`config.mk`:
```
export PLATFORM = sky130hd
export DESIGN_NAME = jtp_tap
export DESIGN_NICKNAME = d
export VERILOG_FILES = /design/src/hw/jtp_pkg.sv /design/src/hw/jtp_tap.sv
export SDC_FILE = /design/constraint.sdc
export NUM_CORES = 1
export LEC_CHECK = 0
export BUFFER_PORTS_ARGS = -buffer_cell sky130_fd_sc_hd__buf_4
export CAP_MARGIN = 20
export CORE_ASPECT_RATIO = 2
export CORE_UTILIZATION = 60
export DETAILED_ROUTE_END_ITERATION = 16
export GPL_TIMING_DRIVEN = 0
export PLACE_DENSITY_LB_ADDON = 0.25
export SYNTH_ARGS = -nofsm -noshare
export SYNTH_HDL_FRONTEND = slang
export SYNTH_SLANG_ARGS = --single-unit
```
`constraint.sdc`:
```
create_clock -name sys_clk_i -period 11.04 [get_ports sys_clk_i]
set_input_delay 1.104 -clock sys_clk_i [delete_from_list [all_inputs] [get_ports sys_clk_i]]
set_output_delay 1.104 -clock sys_clk_i [all_outputs]
set_load 0.02 [all_outputs]
```
`src/hw/jtp_pkg.sv`:
```
// package for the test access port block: states, instruction codes, chain sizes
package jtp_pkg;

    // sixteen standard controller states
    typedef enum logic [3:0] {
        TEST_LOGIC_RESET, RUN_TEST_IDLE,
        SELECT_DR, CAPTURE_DR, SHIFT_DR, EXIT1_DR, PAUSE_DR, EXIT2_DR, UPDATE_DR,
        SELECT_IR, CAPTURE_IR, SHIFT_IR, EXIT1_IR, PAUSE_IR, EXIT2_IR, UPDATE_IR
    } jtp_state_t;

    // instruction chain length
    localparam int IR_LEN = 4;
    // identification chain length
    localparam int ID_LEN = 32;
    // boundary chain length
    localparam int BND_LEN = 8;
    // user data chain length
    localparam int USR_LEN = 8;

    // implemented instruction codes
    localparam logic [3:0] INSN_EXTEST = 4'h0;
    localparam logic [3:0] INSN_INTEST = 4'h1;
    localparam logic [3:0] INSN_SAMPLE = 4'h2;
    localparam logic [3:0] INSN_USER = 4'h8;
    localparam logic [3:0] INSN_IDCODE = 4'he;
    localparam logic [3:0] INSN_BYPASS = 4'hf;

    // fixed pattern captured into the instruction chain
    localparam logic [3:0] IR_CAPTURE = 4'h1;

    // identification value; arbitrary
    localparam logic [31:0] ID_VALUE = 32'h1000_0001;

    // chains selectable between data in and data out
    typedef enum logic [2:0] {
        SEL_BYPASS, SEL_IDCODE, SEL_BOUNDARY, SEL_USER, SEL_HOLD
    } jtp_sel_t;

    // buffer depth between the chain update and the core side
    localparam int BUF_DEPTH = 2;

endpackage

```
`src/hw/jtp_tap.sv`:
```
// test access port controller with instruction and data chains
`timescale 1ns/1ps

module jtp_tap
    import jtp_pkg::*;
(
    // system clock and power-on reset
    input wire logic sys_clk_i,
    input wire logic reset_i,
    // probe pins
    input wire logic tck_i,
    input wire logic tms_i,
    input wire logic tdi_i,
    input wire logic trst_n_i,
    output logic tdo_o,
    output logic tdo_oe_o,
    // pin function select, high for test function
    output logic pin_test_sel_o,
    // boundary values applied to the pins
    output logic [7:0] bnd_out_o,
    // boundary values sampled from the pins
    input wire logic [7:0] bnd_in_i,
    // user words toward the core
    output logic usr_valid_o,
    output logic [7:0] usr_data_o,
    input wire logic usr_ready_i,
    // current controller state
    output logic [3:0] tap_state_o
);

    // synchronisers for the pins
    logic [1:0] tck_s_q;
    logic [1:0] tms_s_q;
    logic [1:0] tdi_s_q;
    logic [1:0] trst_s_q;
    logic tck_d1_q; // previous synced clock
    logic tck_rise;
    logic tck_fall;
    logic trst_n;

    // controller state and chains
    jtp_state_t state_q;
    jtp_state_t state_d;
    logic [IR_LEN-1:0] ir_sh_q; // instruction shift stage
    logic [IR_LEN-1:0] ir_q; // instruction parallel stage
    logic byp_q; // bypass bit
    logic [ID_LEN-1:0] id_sh_q; // identification chain
    logic [BND_LEN-1:0] bnd_sh_q; // boundary shift stage
    logic [BND_LEN-1:0] bnd_q; // boundary parallel stage
    logic [USR_LEN-1:0] usr_sh_q; // user shift stage
    jtp_sel_t sel;

    // two-entry buffer for user words
    logic [USR_LEN-1:0] buf_mem_q [BUF_DEPTH];
    logic buf_wr_q;
    logic buf_rd_q;
    logic [1:0] buf_cnt_q;
    logic usr_push;
    logic usr_ready_in;

    // two flip-flops on each asynchronous pin
    always_ff @(posedge sys_clk_i or posedge reset_i)
    begin
        if (reset_i)
        begin
            // idle level of the pulled-up clock pin, so no false edge follows reset
            tck_s_q <= 2'h3;
            tms_s_q <= 2'h3;
            tdi_s_q <= 2'h3;
            trst_s_q <= 2'h0;
        end
        else
        begin
            tck_s_q <= {tck_s_q[0], tck_i};
            tms_s_q <= {tms_s_q[0], tms_i};
            tdi_s_q <= {tdi_s_q[0], tdi_i};
            trst_s_q <= {trst_s_q[0], trst_n_i};
        end
    end

    // edge finder on the synced test clock
    always_ff @(posedge sys_clk_i or posedge reset_i)
    begin
        if (reset_i)
            tck_d1_q <= 1'b1; // matches the synced idle high level
        else
            tck_d1_q <= tck_s_q[1];
    end

    // with test reset high, no edge means the controller and chains do not move, so a stopped clock holds them
    assign tck_rise = tck_s_q[1] & ~tck_d1_q;
    assign tck_fall = ~tck_s_q[1] & tck_d1_q;
    // raw pin also gates, so assertion acts at once
    assign trst_n = trst_s_q[1] & trst_n_i;

    // instruction decode; unknown codes fall back to bypass
    function automatic jtp_sel_t decode(input logic [IR_LEN-1:0] insn);
        unique case (insn)
            INSN_IDCODE: decode = SEL_IDCODE;
            INSN_SAMPLE: decode = SEL_BOUNDARY;
            INSN_USER: decode = SEL_USER;
            INSN_EXTEST, INSN_INTEST: decode = SEL_HOLD;
            default: decode = SEL_BYPASS;
        endcase
    endfunction

    // held instruction selects the data chain
    assign sel = decode(ir_q);

    // next state from current state and mode
    always_comb
    begin
        unique case (state_q)
            TEST_LOGIC_RESET: state_d = tms_s_q[1] ? TEST_LOGIC_RESET : RUN_TEST_IDLE;
            RUN_TEST_IDLE: state_d = tms_s_q[1] ? SELECT_DR : RUN_TEST_IDLE;
            SELECT_DR: state_d = tms_s_q[1] ? SELECT_IR : CAPTURE_DR;
            CAPTURE_DR: state_d = tms_s_q[1] ? EXIT1_DR : SHIFT_DR;
            SHIFT_DR: state_d = tms_s_q[1] ? EXIT1_DR : SHIFT_DR;
            EXIT1_DR: state_d = tms_s_q[1] ? UPDATE_DR : PAUSE_DR;
            PAUSE_DR: state_d = tms_s_q[1] ? EXIT2_DR : PAUSE_DR;
            EXIT2_DR: state_d = tms_s_q[1] ? UPDATE_DR : SHIFT_DR;
            UPDATE_DR: state_d = tms_s_q[1] ? SELECT_DR : RUN_TEST_IDLE;
            SELECT_IR: state_d = tms_s_q[1] ? TEST_LOGIC_RESET : CAPTURE_IR;
            CAPTURE_IR: state_d = tms_s_q[1] ? EXIT1_IR : SHIFT_IR;
            SHIFT_IR: state_d = tms_s_q[1] ? EXIT1_IR : SHIFT_IR;
            EXIT1_IR: state_d = tms_s_q[1] ? UPDATE_IR : PAUSE_IR;
            PAUSE_IR: state_d = tms_s_q[1] ? EXIT2_IR : PAUSE_IR;
            EXIT2_IR: state_d = tms_s_q[1] ? UPDATE_IR : SHIFT_IR;
            UPDATE_IR: state_d = tms_s_q[1] ? SELECT_DR : RUN_TEST_IDLE;
        endcase
    end

    // controller state register on rising test clock
    always_ff @(posedge sys_clk_i or posedge reset_i)
    begin
        if (reset_i)
            state_q <= TEST_LOGIC_RESET;
        else if (!trst_n)
            state_q <= TEST_LOGIC_RESET;
        else if (tck_rise)
            state_q <= state_d;
    end

    // instruction chain: capture, shift, update
    always_ff @(posedge sys_clk_i or posedge reset_i)
    begin
        if (reset_i)
        begin
            ir_sh_q <= INSN_IDCODE;
            ir_q <= INSN_IDCODE;
        end
        else if (!trst_n || state_q == TEST_LOGIC_RESET)
        begin
            ir_sh_q <= INSN_IDCODE;
            ir_q <= INSN_IDCODE;
        end
        else if (tck_rise)
        begin
            unique case (state_q)
                CAPTURE_IR: ir_sh_q <= IR_CAPTURE;
                SHIFT_IR: ir_sh_q <= {tdi_s_q[1], ir_sh_q[IR_LEN-1:1]};
                default: ;
            endcase
        end
        else if (tck_fall && state_q == UPDATE_IR)
            ir_q <= ir_sh_q;
    end

    // data chains, each acting only while selected
    always_ff @(posedge sys_clk_i or posedge reset_i)
    begin
        if (reset_i)
        begin
            byp_q <= 1'b0;
            id_sh_q <= ID_VALUE;
            bnd_sh_q <= 8'h00;
            usr_sh_q <= 8'h00;
        end
        else if (tck_rise && state_q == CAPTURE_DR)
        begin
            unique case (sel)
                SEL_BYPASS: byp_q <= 1'b0;
                SEL_IDCODE: id_sh_q <= ID_VALUE;
                SEL_BOUNDARY: bnd_sh_q <= bnd_in_i;
                SEL_USER: usr_sh_q <= 8'h00;
                SEL_HOLD: ;
            endcase
        end
        else if (tck_rise && state_q == SHIFT_DR)
        begin
            unique case (sel)
                SEL_BYPASS: byp_q <= tdi_s_q[1];
                SEL_IDCODE: id_sh_q <= {tdi_s_q[1], id_sh_q[ID_LEN-1:1]};
                SEL_BOUNDARY: bnd_sh_q <= {tdi_s_q[1], bnd_sh_q[BND_LEN-1:1]};
                SEL_USER: usr_sh_q <= {tdi_s_q[1], usr_sh_q[USR_LEN-1:1]};
                SEL_HOLD: ;
            endcase
        end
    end

    // boundary parallel stage updated on falling edge in update state
    always_ff @(posedge sys_clk_i or posedge reset_i)
    begin
        if (reset_i)
            bnd_q <= 8'h00;
        else if (tck_fall && state_q == UPDATE_DR && sel == SEL_BOUNDARY)
            bnd_q <= bnd_sh_q;
    end

    // user update pushes a word; dropped only if buffer full
    assign usr_push = tck_fall && state_q == UPDATE_DR && sel == SEL_USER && usr_ready_in;
    assign usr_ready_in = buf_cnt_q != 2'h2;

    // two-entry buffer toward the core
    always_ff @(posedge sys_clk_i or posedge reset_i)
    begin
        if (reset_i)
        begin
            buf_wr_q <= 1'b0;
            buf_rd_q <= 1'b0;
            buf_cnt_q <= 2'h0;
            buf_mem_q[0] <= 8'h00;
            buf_mem_q[1] <= 8'h00;
        end
        else
        begin
            if (usr_push)
            begin
                buf_mem_q[buf_wr_q] <= usr_sh_q;
                buf_wr_q <= ~buf_wr_q;
            end
            if (usr_valid_o && usr_ready_i)
                buf_rd_q <= ~buf_rd_q;
            buf_cnt_q <= buf_cnt_q + {1'b0, usr_push} - {1'b0, usr_valid_o && usr_ready_i};
        end
    end

    // registered core side of the buffer
    always_ff @(posedge sys_clk_i or posedge reset_i)
    begin
        if (reset_i)
        begin
            usr_valid_o <= 1'b0;
            usr_data_o <= 8'h00;
        end
        else
        begin
            usr_valid_o <= (buf_cnt_q - {1'b0, usr_valid_o && usr_ready_i}) != 2'h0;
            usr_data_o <= buf_mem_q[(usr_valid_o && usr_ready_i) ? ~buf_rd_q : buf_rd_q];
        end
    end

    // data out and its enable change on falling edge
    always_ff @(posedge sys_clk_i or posedge reset_i)
    begin
        if (reset_i)
        begin
            tdo_o <= 1'b0;
            tdo_oe_o <= 1'b0;
        end
        else if (!trst_n)
        begin
            tdo_o <= 1'b0;
            tdo_oe_o <= 1'b0;
        end
        else if (tck_fall)
        begin
            tdo_oe_o <= state_q == SHIFT_IR || state_q == SHIFT_DR;
            if (state_q == SHIFT_IR)
                tdo_o <= ir_sh_q[0];
            else
            begin
                unique case (sel)
                    SEL_IDCODE: tdo_o <= id_sh_q[0];
                    SEL_BOUNDARY: tdo_o <= bnd_sh_q[0];
                    SEL_USER: tdo_o <= usr_sh_q[0];
                    default: tdo_o <= byp_q;
                endcase
            end
        end
    end

    // pin function and status outputs
    always_ff @(posedge sys_clk_i or posedge reset_i)
    begin
        if (reset_i)
        begin
            pin_test_sel_o <= 1'b1;
            bnd_out_o <= 8'h00;
            tap_state_o <= 4'h0;
        end
        else
        begin
            pin_test_sel_o <= 1'b1;
            bnd_out_o <= bnd_q;
            tap_state_o <= state_q;
        end
    end

    // assertions
    AST_TRST_HOLD: assert property (@(posedge sys_clk_i) disable iff (reset_i)
        !trst_n |=> state_q == TEST_LOGIC_RESET)
        else $error("test reset did not force reset state");

    AST_IR_DEFAULT: assert property (@(posedge sys_clk_i) disable iff (reset_i)
        state_q == TEST_LOGIC_RESET |=> ir_q == INSN_IDCODE)
        else $error("instruction not identification in reset state");

    AST_STATIC_CLOCK: assert property (@(posedge sys_clk_i) disable iff (reset_i)
        !tck_rise && trst_n && !$past(reset_i) |=> $stable(state_q))
        else $error("state changed without clock edge");

    AST_OE_SHIFT: assert property (@(posedge sys_clk_i) disable iff (reset_i)
        tdo_oe_o |-> $past(state_q) == SHIFT_IR || $past(state_q) == SHIFT_DR
            || $past(tdo_oe_o))
        else $error("data out enabled outside shift");

    AST_TDO_FALL: assert property (@(posedge sys_clk_i) disable iff (reset_i)
        $changed(tdo_o) |-> $past(tck_fall) || !$past(trst_n))
        else $error("data out changed off falling edge");

    AST_HOLD_CHAINS: assert property (@(posedge sys_clk_i) disable iff (reset_i)
        sel == SEL_HOLD && state_q == SHIFT_DR |=> $stable(bnd_sh_q) && $stable(usr_sh_q))
        else $error("chain moved under extest or intest");

    AST_BYPASS: assert property (@(posedge sys_clk_i) disable iff (reset_i)
        tck_rise && state_q == SHIFT_DR && sel == SEL_BYPASS |=> byp_q == $past(tdi_s_q[1]))
        else $error("bypass bit did not take data in");

    AST_RESET_STATE: assert property (@(posedge sys_clk_i) disable iff (reset_i)
        tck_rise && trst_n && tms_s_q[1] && state_q == SELECT_IR |=> state_q == TEST_LOGIC_RESET)
        else $error("mode high did not walk to reset state");

endmodule // jtp_tap

```
# == Word level (Yosys, flattened, before mapping) ==
# Index checks and enable logic that the tools add are counted.
# W data, S select, Z words.
# op_classes
n_reduce_logical,30
addsub,3
n_eq_ne,26
bitwise,9
magnitude_cmp,3
mux,51
# ops
cell,n
$mux W32,4
$mux W8,12
$pmux W4 S12,1
$mux W4,11
$eq A4 B4 Y1 const B,10
$bwmux W16,1
$eq A4 B3 Y1 const B,4
$mux W1,13
$eq A4 B2 Y1 const B,3
$pmux W3 S4,1
$reduce_and A2 Y1,6
$logic_and A1 B1 Y1,9
$demux W8 S1,1
$eq A4 B1 Y1 const B,2
$logic_not A4 Y1,2
$pmux W4 S2,1
$reduce_bool A2 Y1,4
$eq A3 B2 Y1 const B,2
$mux W2,3
$mux W3,2
$ne A2 B2 Y1 const B,3
$reduce_or A2 Y1,3
$ge A2 B2 Y1 const B,2
$not A1 Y1,4
13 further kinds,18
# word_totals
wordCells,146
output_inout_bits,24
input_bits,15
ff_bits,121

# == Logic depth before layout (Yosys ltp) ==
# logic_depth
ltp_word,8
depth_mapped,7
mapped_depth_nobuf,6

# == Worst setup path after synthesis ==
# Ideal clock, no wire load.
# synth_path
path_kind,input to register
from,in usr_ready_i
to,reg usr_data_o[0]
cell_stages,3
arrival_time_ps,2110
path_buffers,0
setup_ps,125
path_slack_ps,8806
required_ps,10915
path_cell_list,nand2_1 > xor2_1 > mux2_2
# synth_via
elab_chain_len,6
# synth_rtl
item,line,source
"start, declared",jtp_tap.sv:26,"input wire logic usr_ready_i,"
$logic_and A1 B1 Y1,jtp_tap.sv:249,usr_data_o <= buf_mem_q[(usr_valid_o && usr_ready_i) ? ~buf_rd_q : buf_rd_q];
$mux W1,jtp_tap.sv:249,
$not A1 Y2,jtp_tap.sv:249,
$mux W8 (3 in series),jtp_tap.sv:249,
"end signal, assigned",jtp_tap.sv:249,
"end, declared",jtp_tap.sv:25,"output logic [7:0] usr_data_o,"
# No other way between the ends. The select of a mux whose other input is x is not followed.
# A chain may end at the register's enable or synchronous reset.

# == Worst setup path after layout ==
# layout_path
from,reg tck_d1_q
to,reg buf_mem_q[11] (netlist name)
# layout_via
elab_chain_len,4
# layout_rtl
item,line,source
"start, declared",jtp_tap.sv:36,logic tck_d1_q;
"start signal, assigned",jtp_tap.sv:87,tck_d1_q <= tck_s_q[1];
$and A1 B1 Y1,jtp_tap.sv:92,assign tck_fall = ~tck_s_q[1] & tck_d1_q;
$logic_and A1 B1 Y1 (3 in series),jtp_tap.sv:211,assign usr_push = tck_fall && state_q == UPDATE_DR && sel == SEL_USER && usr_ready_in;
"end signal, assigned by index",jtp_tap.sv:229,buf_mem_q[buf_wr_q] <= usr_sh_q;
"end, declared",jtp_tap.sv:54,logic [USR_LEN-1:0] buf_mem_q [BUF_DEPTH];
# No other way between the ends.

==> flow_summary.toml <==
[run_status]
status = "finished clean"

[synthesis]
ys_ff_latch = 121
synth_fp_nets = 458
synth_edf_count = 0
synthFlopType = "dfrtp_1"
syn_avg_cell_area_um2 = 11.3
syn_area_um2 = 5000
yosysWarnings = 0
async_flop_share_pct = 100
syn_inst = 442
ys_types = 51
yosysSeqAreaShare_pct = 60.9

[routing]
drtIter0Drc = 158
drtPass1Iterations = 4
top_layer = "met4"
antenna_left = 0
met3WireLength_um = 281
routed_wl_um = 10500
wl_met1_um = 3990
drc = 0
wl_met2_um = 6010
via_per_inst = 5.80
avgRoutedWirePerCell_um = 17.3
vias = 3522

[global_routing]
antenna_found_initial = 0
grt_max_degree = 66
grt_overflow = 0
grt_pass1_wl_um = 17800
grt_usage_pct = 27.5
first_global_vias = 3732

[cts]
clock_sinks = 121
htreeDepth = 4
cts_root_buf = "clkbuf_16"
clockBufferDepth = 2
cts_tree = "yes"
cts.clk_slew.worst_paths_ns = 0.05
cts_buffers = 17
postCtsSetupBuffers = 0
cts_resized = 0
clock_latency_ns = 0.41
ctsHoldBuffers = 0

[die]
die_w_um = 66.6
die-area_um2 = 8730
core_um2 = 8000
start_util_pct = 62.6
rows = 46
die_h_um = 131
io-pin-count = 39

[timing]
rsz0062_at_grt = "no"
slew_violations = 0
setup_tns_ns = 0
setup_violations = 0
fmax_mhz = 437
finalHoldViolCount = 0
tightest_slew_ns = 0.858
layout_min_cycle_time_ns = 2.29
holdWs_ns = 0.348
max_slew_margin_pct = 42.6
post-route-period-util_pct = 20.7
finClkSkew_ns = 0.00879

[setup_path]
arrival_ns = 2.57
required_ns = 11.33
crit_fanout = 8
critical_path_class = "flop to flop"
crit_path_start_kind = "flop"
worstSetupEndpointType = "flop"

[cells_and_area]
area_growth_pct = 22.3
final_area_um2 = 6120
drive_gt1_share_pct = 24.9
layout_commonest_cell = "dfrtp_1"
n_antenna_cell = 0
fin_nets = 515
multi_input_area_um2 = 1810
fillers = 473
ff_latch_area_um2 = 3050
final_cell_mix = "dfrtp_1, nand2_1, o21ai_0"

[power_and_ir_drop]
p_leak_nw = 2.80
ir_drop_mv = 0.157
power.density_nw_per_um2 = 190

[job]
maxCapViolations = 0

[place]
dp_hpwl_um = 6490
globalplace.congestion = 0.855
io_buffers = 37
placed_area_um2 = 5430

[hold_path]
hp-class = "flop to flop"
## critical path: stages, from the launching register on
cell       delay [ns]
dfstp_2          0.58
nor2b_1          0.41
o2111ai_2        0.30
nor2_2           0.47
mux2_2           0.41
## registers in the layout, indices dropped and copies added (netlist names), 4 cells and up
name	count
id_sh_q	32
buf_mem_q	16
bnd_out_o	8
bnd_q	8
bnd_sh_q	8
usr_data_o	8
usr_sh_q	8
ir_q	4
ir_sh_q	4
state_q	4
tap_state_o	4
## synth_stat cells (5+ instances only)
| cell | n | area (um2) |
|---|---|---|
| a21oi_1 | 5 | 25.0 |
| clkbuf_1 | 16 | 60.1 |
| dfrtp_1 | 106 | 2650 |
| dfstp_2 | 15 | 394 |
| inv_1 | 9 | 33.8 |
| mux2_2 | 24 | 270 |
| mux2_4 | 8 | 120 |
| mux2i_1 | 12 | 120 |
| nand2_1 | 101 | 379 |
| nand2b_1 | 7 | 43.8 |
| nand3_1 | 5 | 25.0 |
| nor2_1 | 9 | 33.8 |
| nor3_1 | 7 | 35.0 |
| o211ai_1 | 9 | 67.6 |
| o21ai_0 | 53 | 265 |
## final cells by class
cell class	instances	share of cell area [%]
flip-flops and latches	121	49.8
multi-input cells	289	29.6
clock buffers	24	8.20
repair buffers	38	4.99
clock inverters	7	3.03
well taps	96	1.96
plain buffers	23	1.80
inverters	9	0.593
## power breakdown
part | internal (W) | switching [W]
registers | 0.000455 | 0.00000779
logic | 0.0000242 | 0.0000376
clock network | 0.000452 | 0.000187
## cells by family (layout without fill, tap and decap cells)
family / count (synthesis) / count (layout) / share of synthesized area [%]
xor gates and xnor gates: 7 / 7 / 1.23
buffers and inverters: 32 / 101 / 2.88
other: 1 / 1 / 0.0749
muxes: 44 / 44 / 10.2
AOI/OAI and AO/OA: 84 / 84 / 10.2
and+or+nand+nor: 151 / 151 / 14.1
DFF: 121 / 121 / 60.9
adders and majority gates: 2 / 2 / 0.450
## metal layers
metal / track usage, % / up-vias
li1: - / 1639
met1: 30.0 / 1802
met2: 47.8 / 63
met3: 8.25 / 18
met4: 11.1 / 0
met5: 0 / -
## through the flow
step | setup slack (ns) | power (W) | utilization, % | cells
5_1_grt | 8.57 | 0.00120 | 76.5 | 607
3_5_place_dp | 8.39 | 0.000529 | 67.9 | 576
3_3_place_gp | 5.73 | 0.000525 | 67.5 | 575
6_report | 8.75 | 0.00116 | 76.5 | 607
4_1_cts | 8.78 | 0.00117 | 76.5 | 607
2_1_floorplan | 6.75 | 0.000509 | - | 442
## worst paths after layout
path                              from       endpoint  slack [ns]  depth (start not counted)
setup / recovery              tck_d1_q  buf_mem_q[11]        8.75                          4
hold / removal             trst_s_q[0]    trst_s_q[1]        0.35                          0
setup reg to reg              tck_d1_q  buf_mem_q[11]        8.75                          4
hold reg to reg            trst_s_q[0]    trst_s_q[1]        0.35                          0
max in group asynchronous      reset_i     tms_s_q[0]        9.44                          3
min in group asynchronous      reset_i   buf_mem_q[6]        0.80                          2
Power figures use the tool's default switching activity.
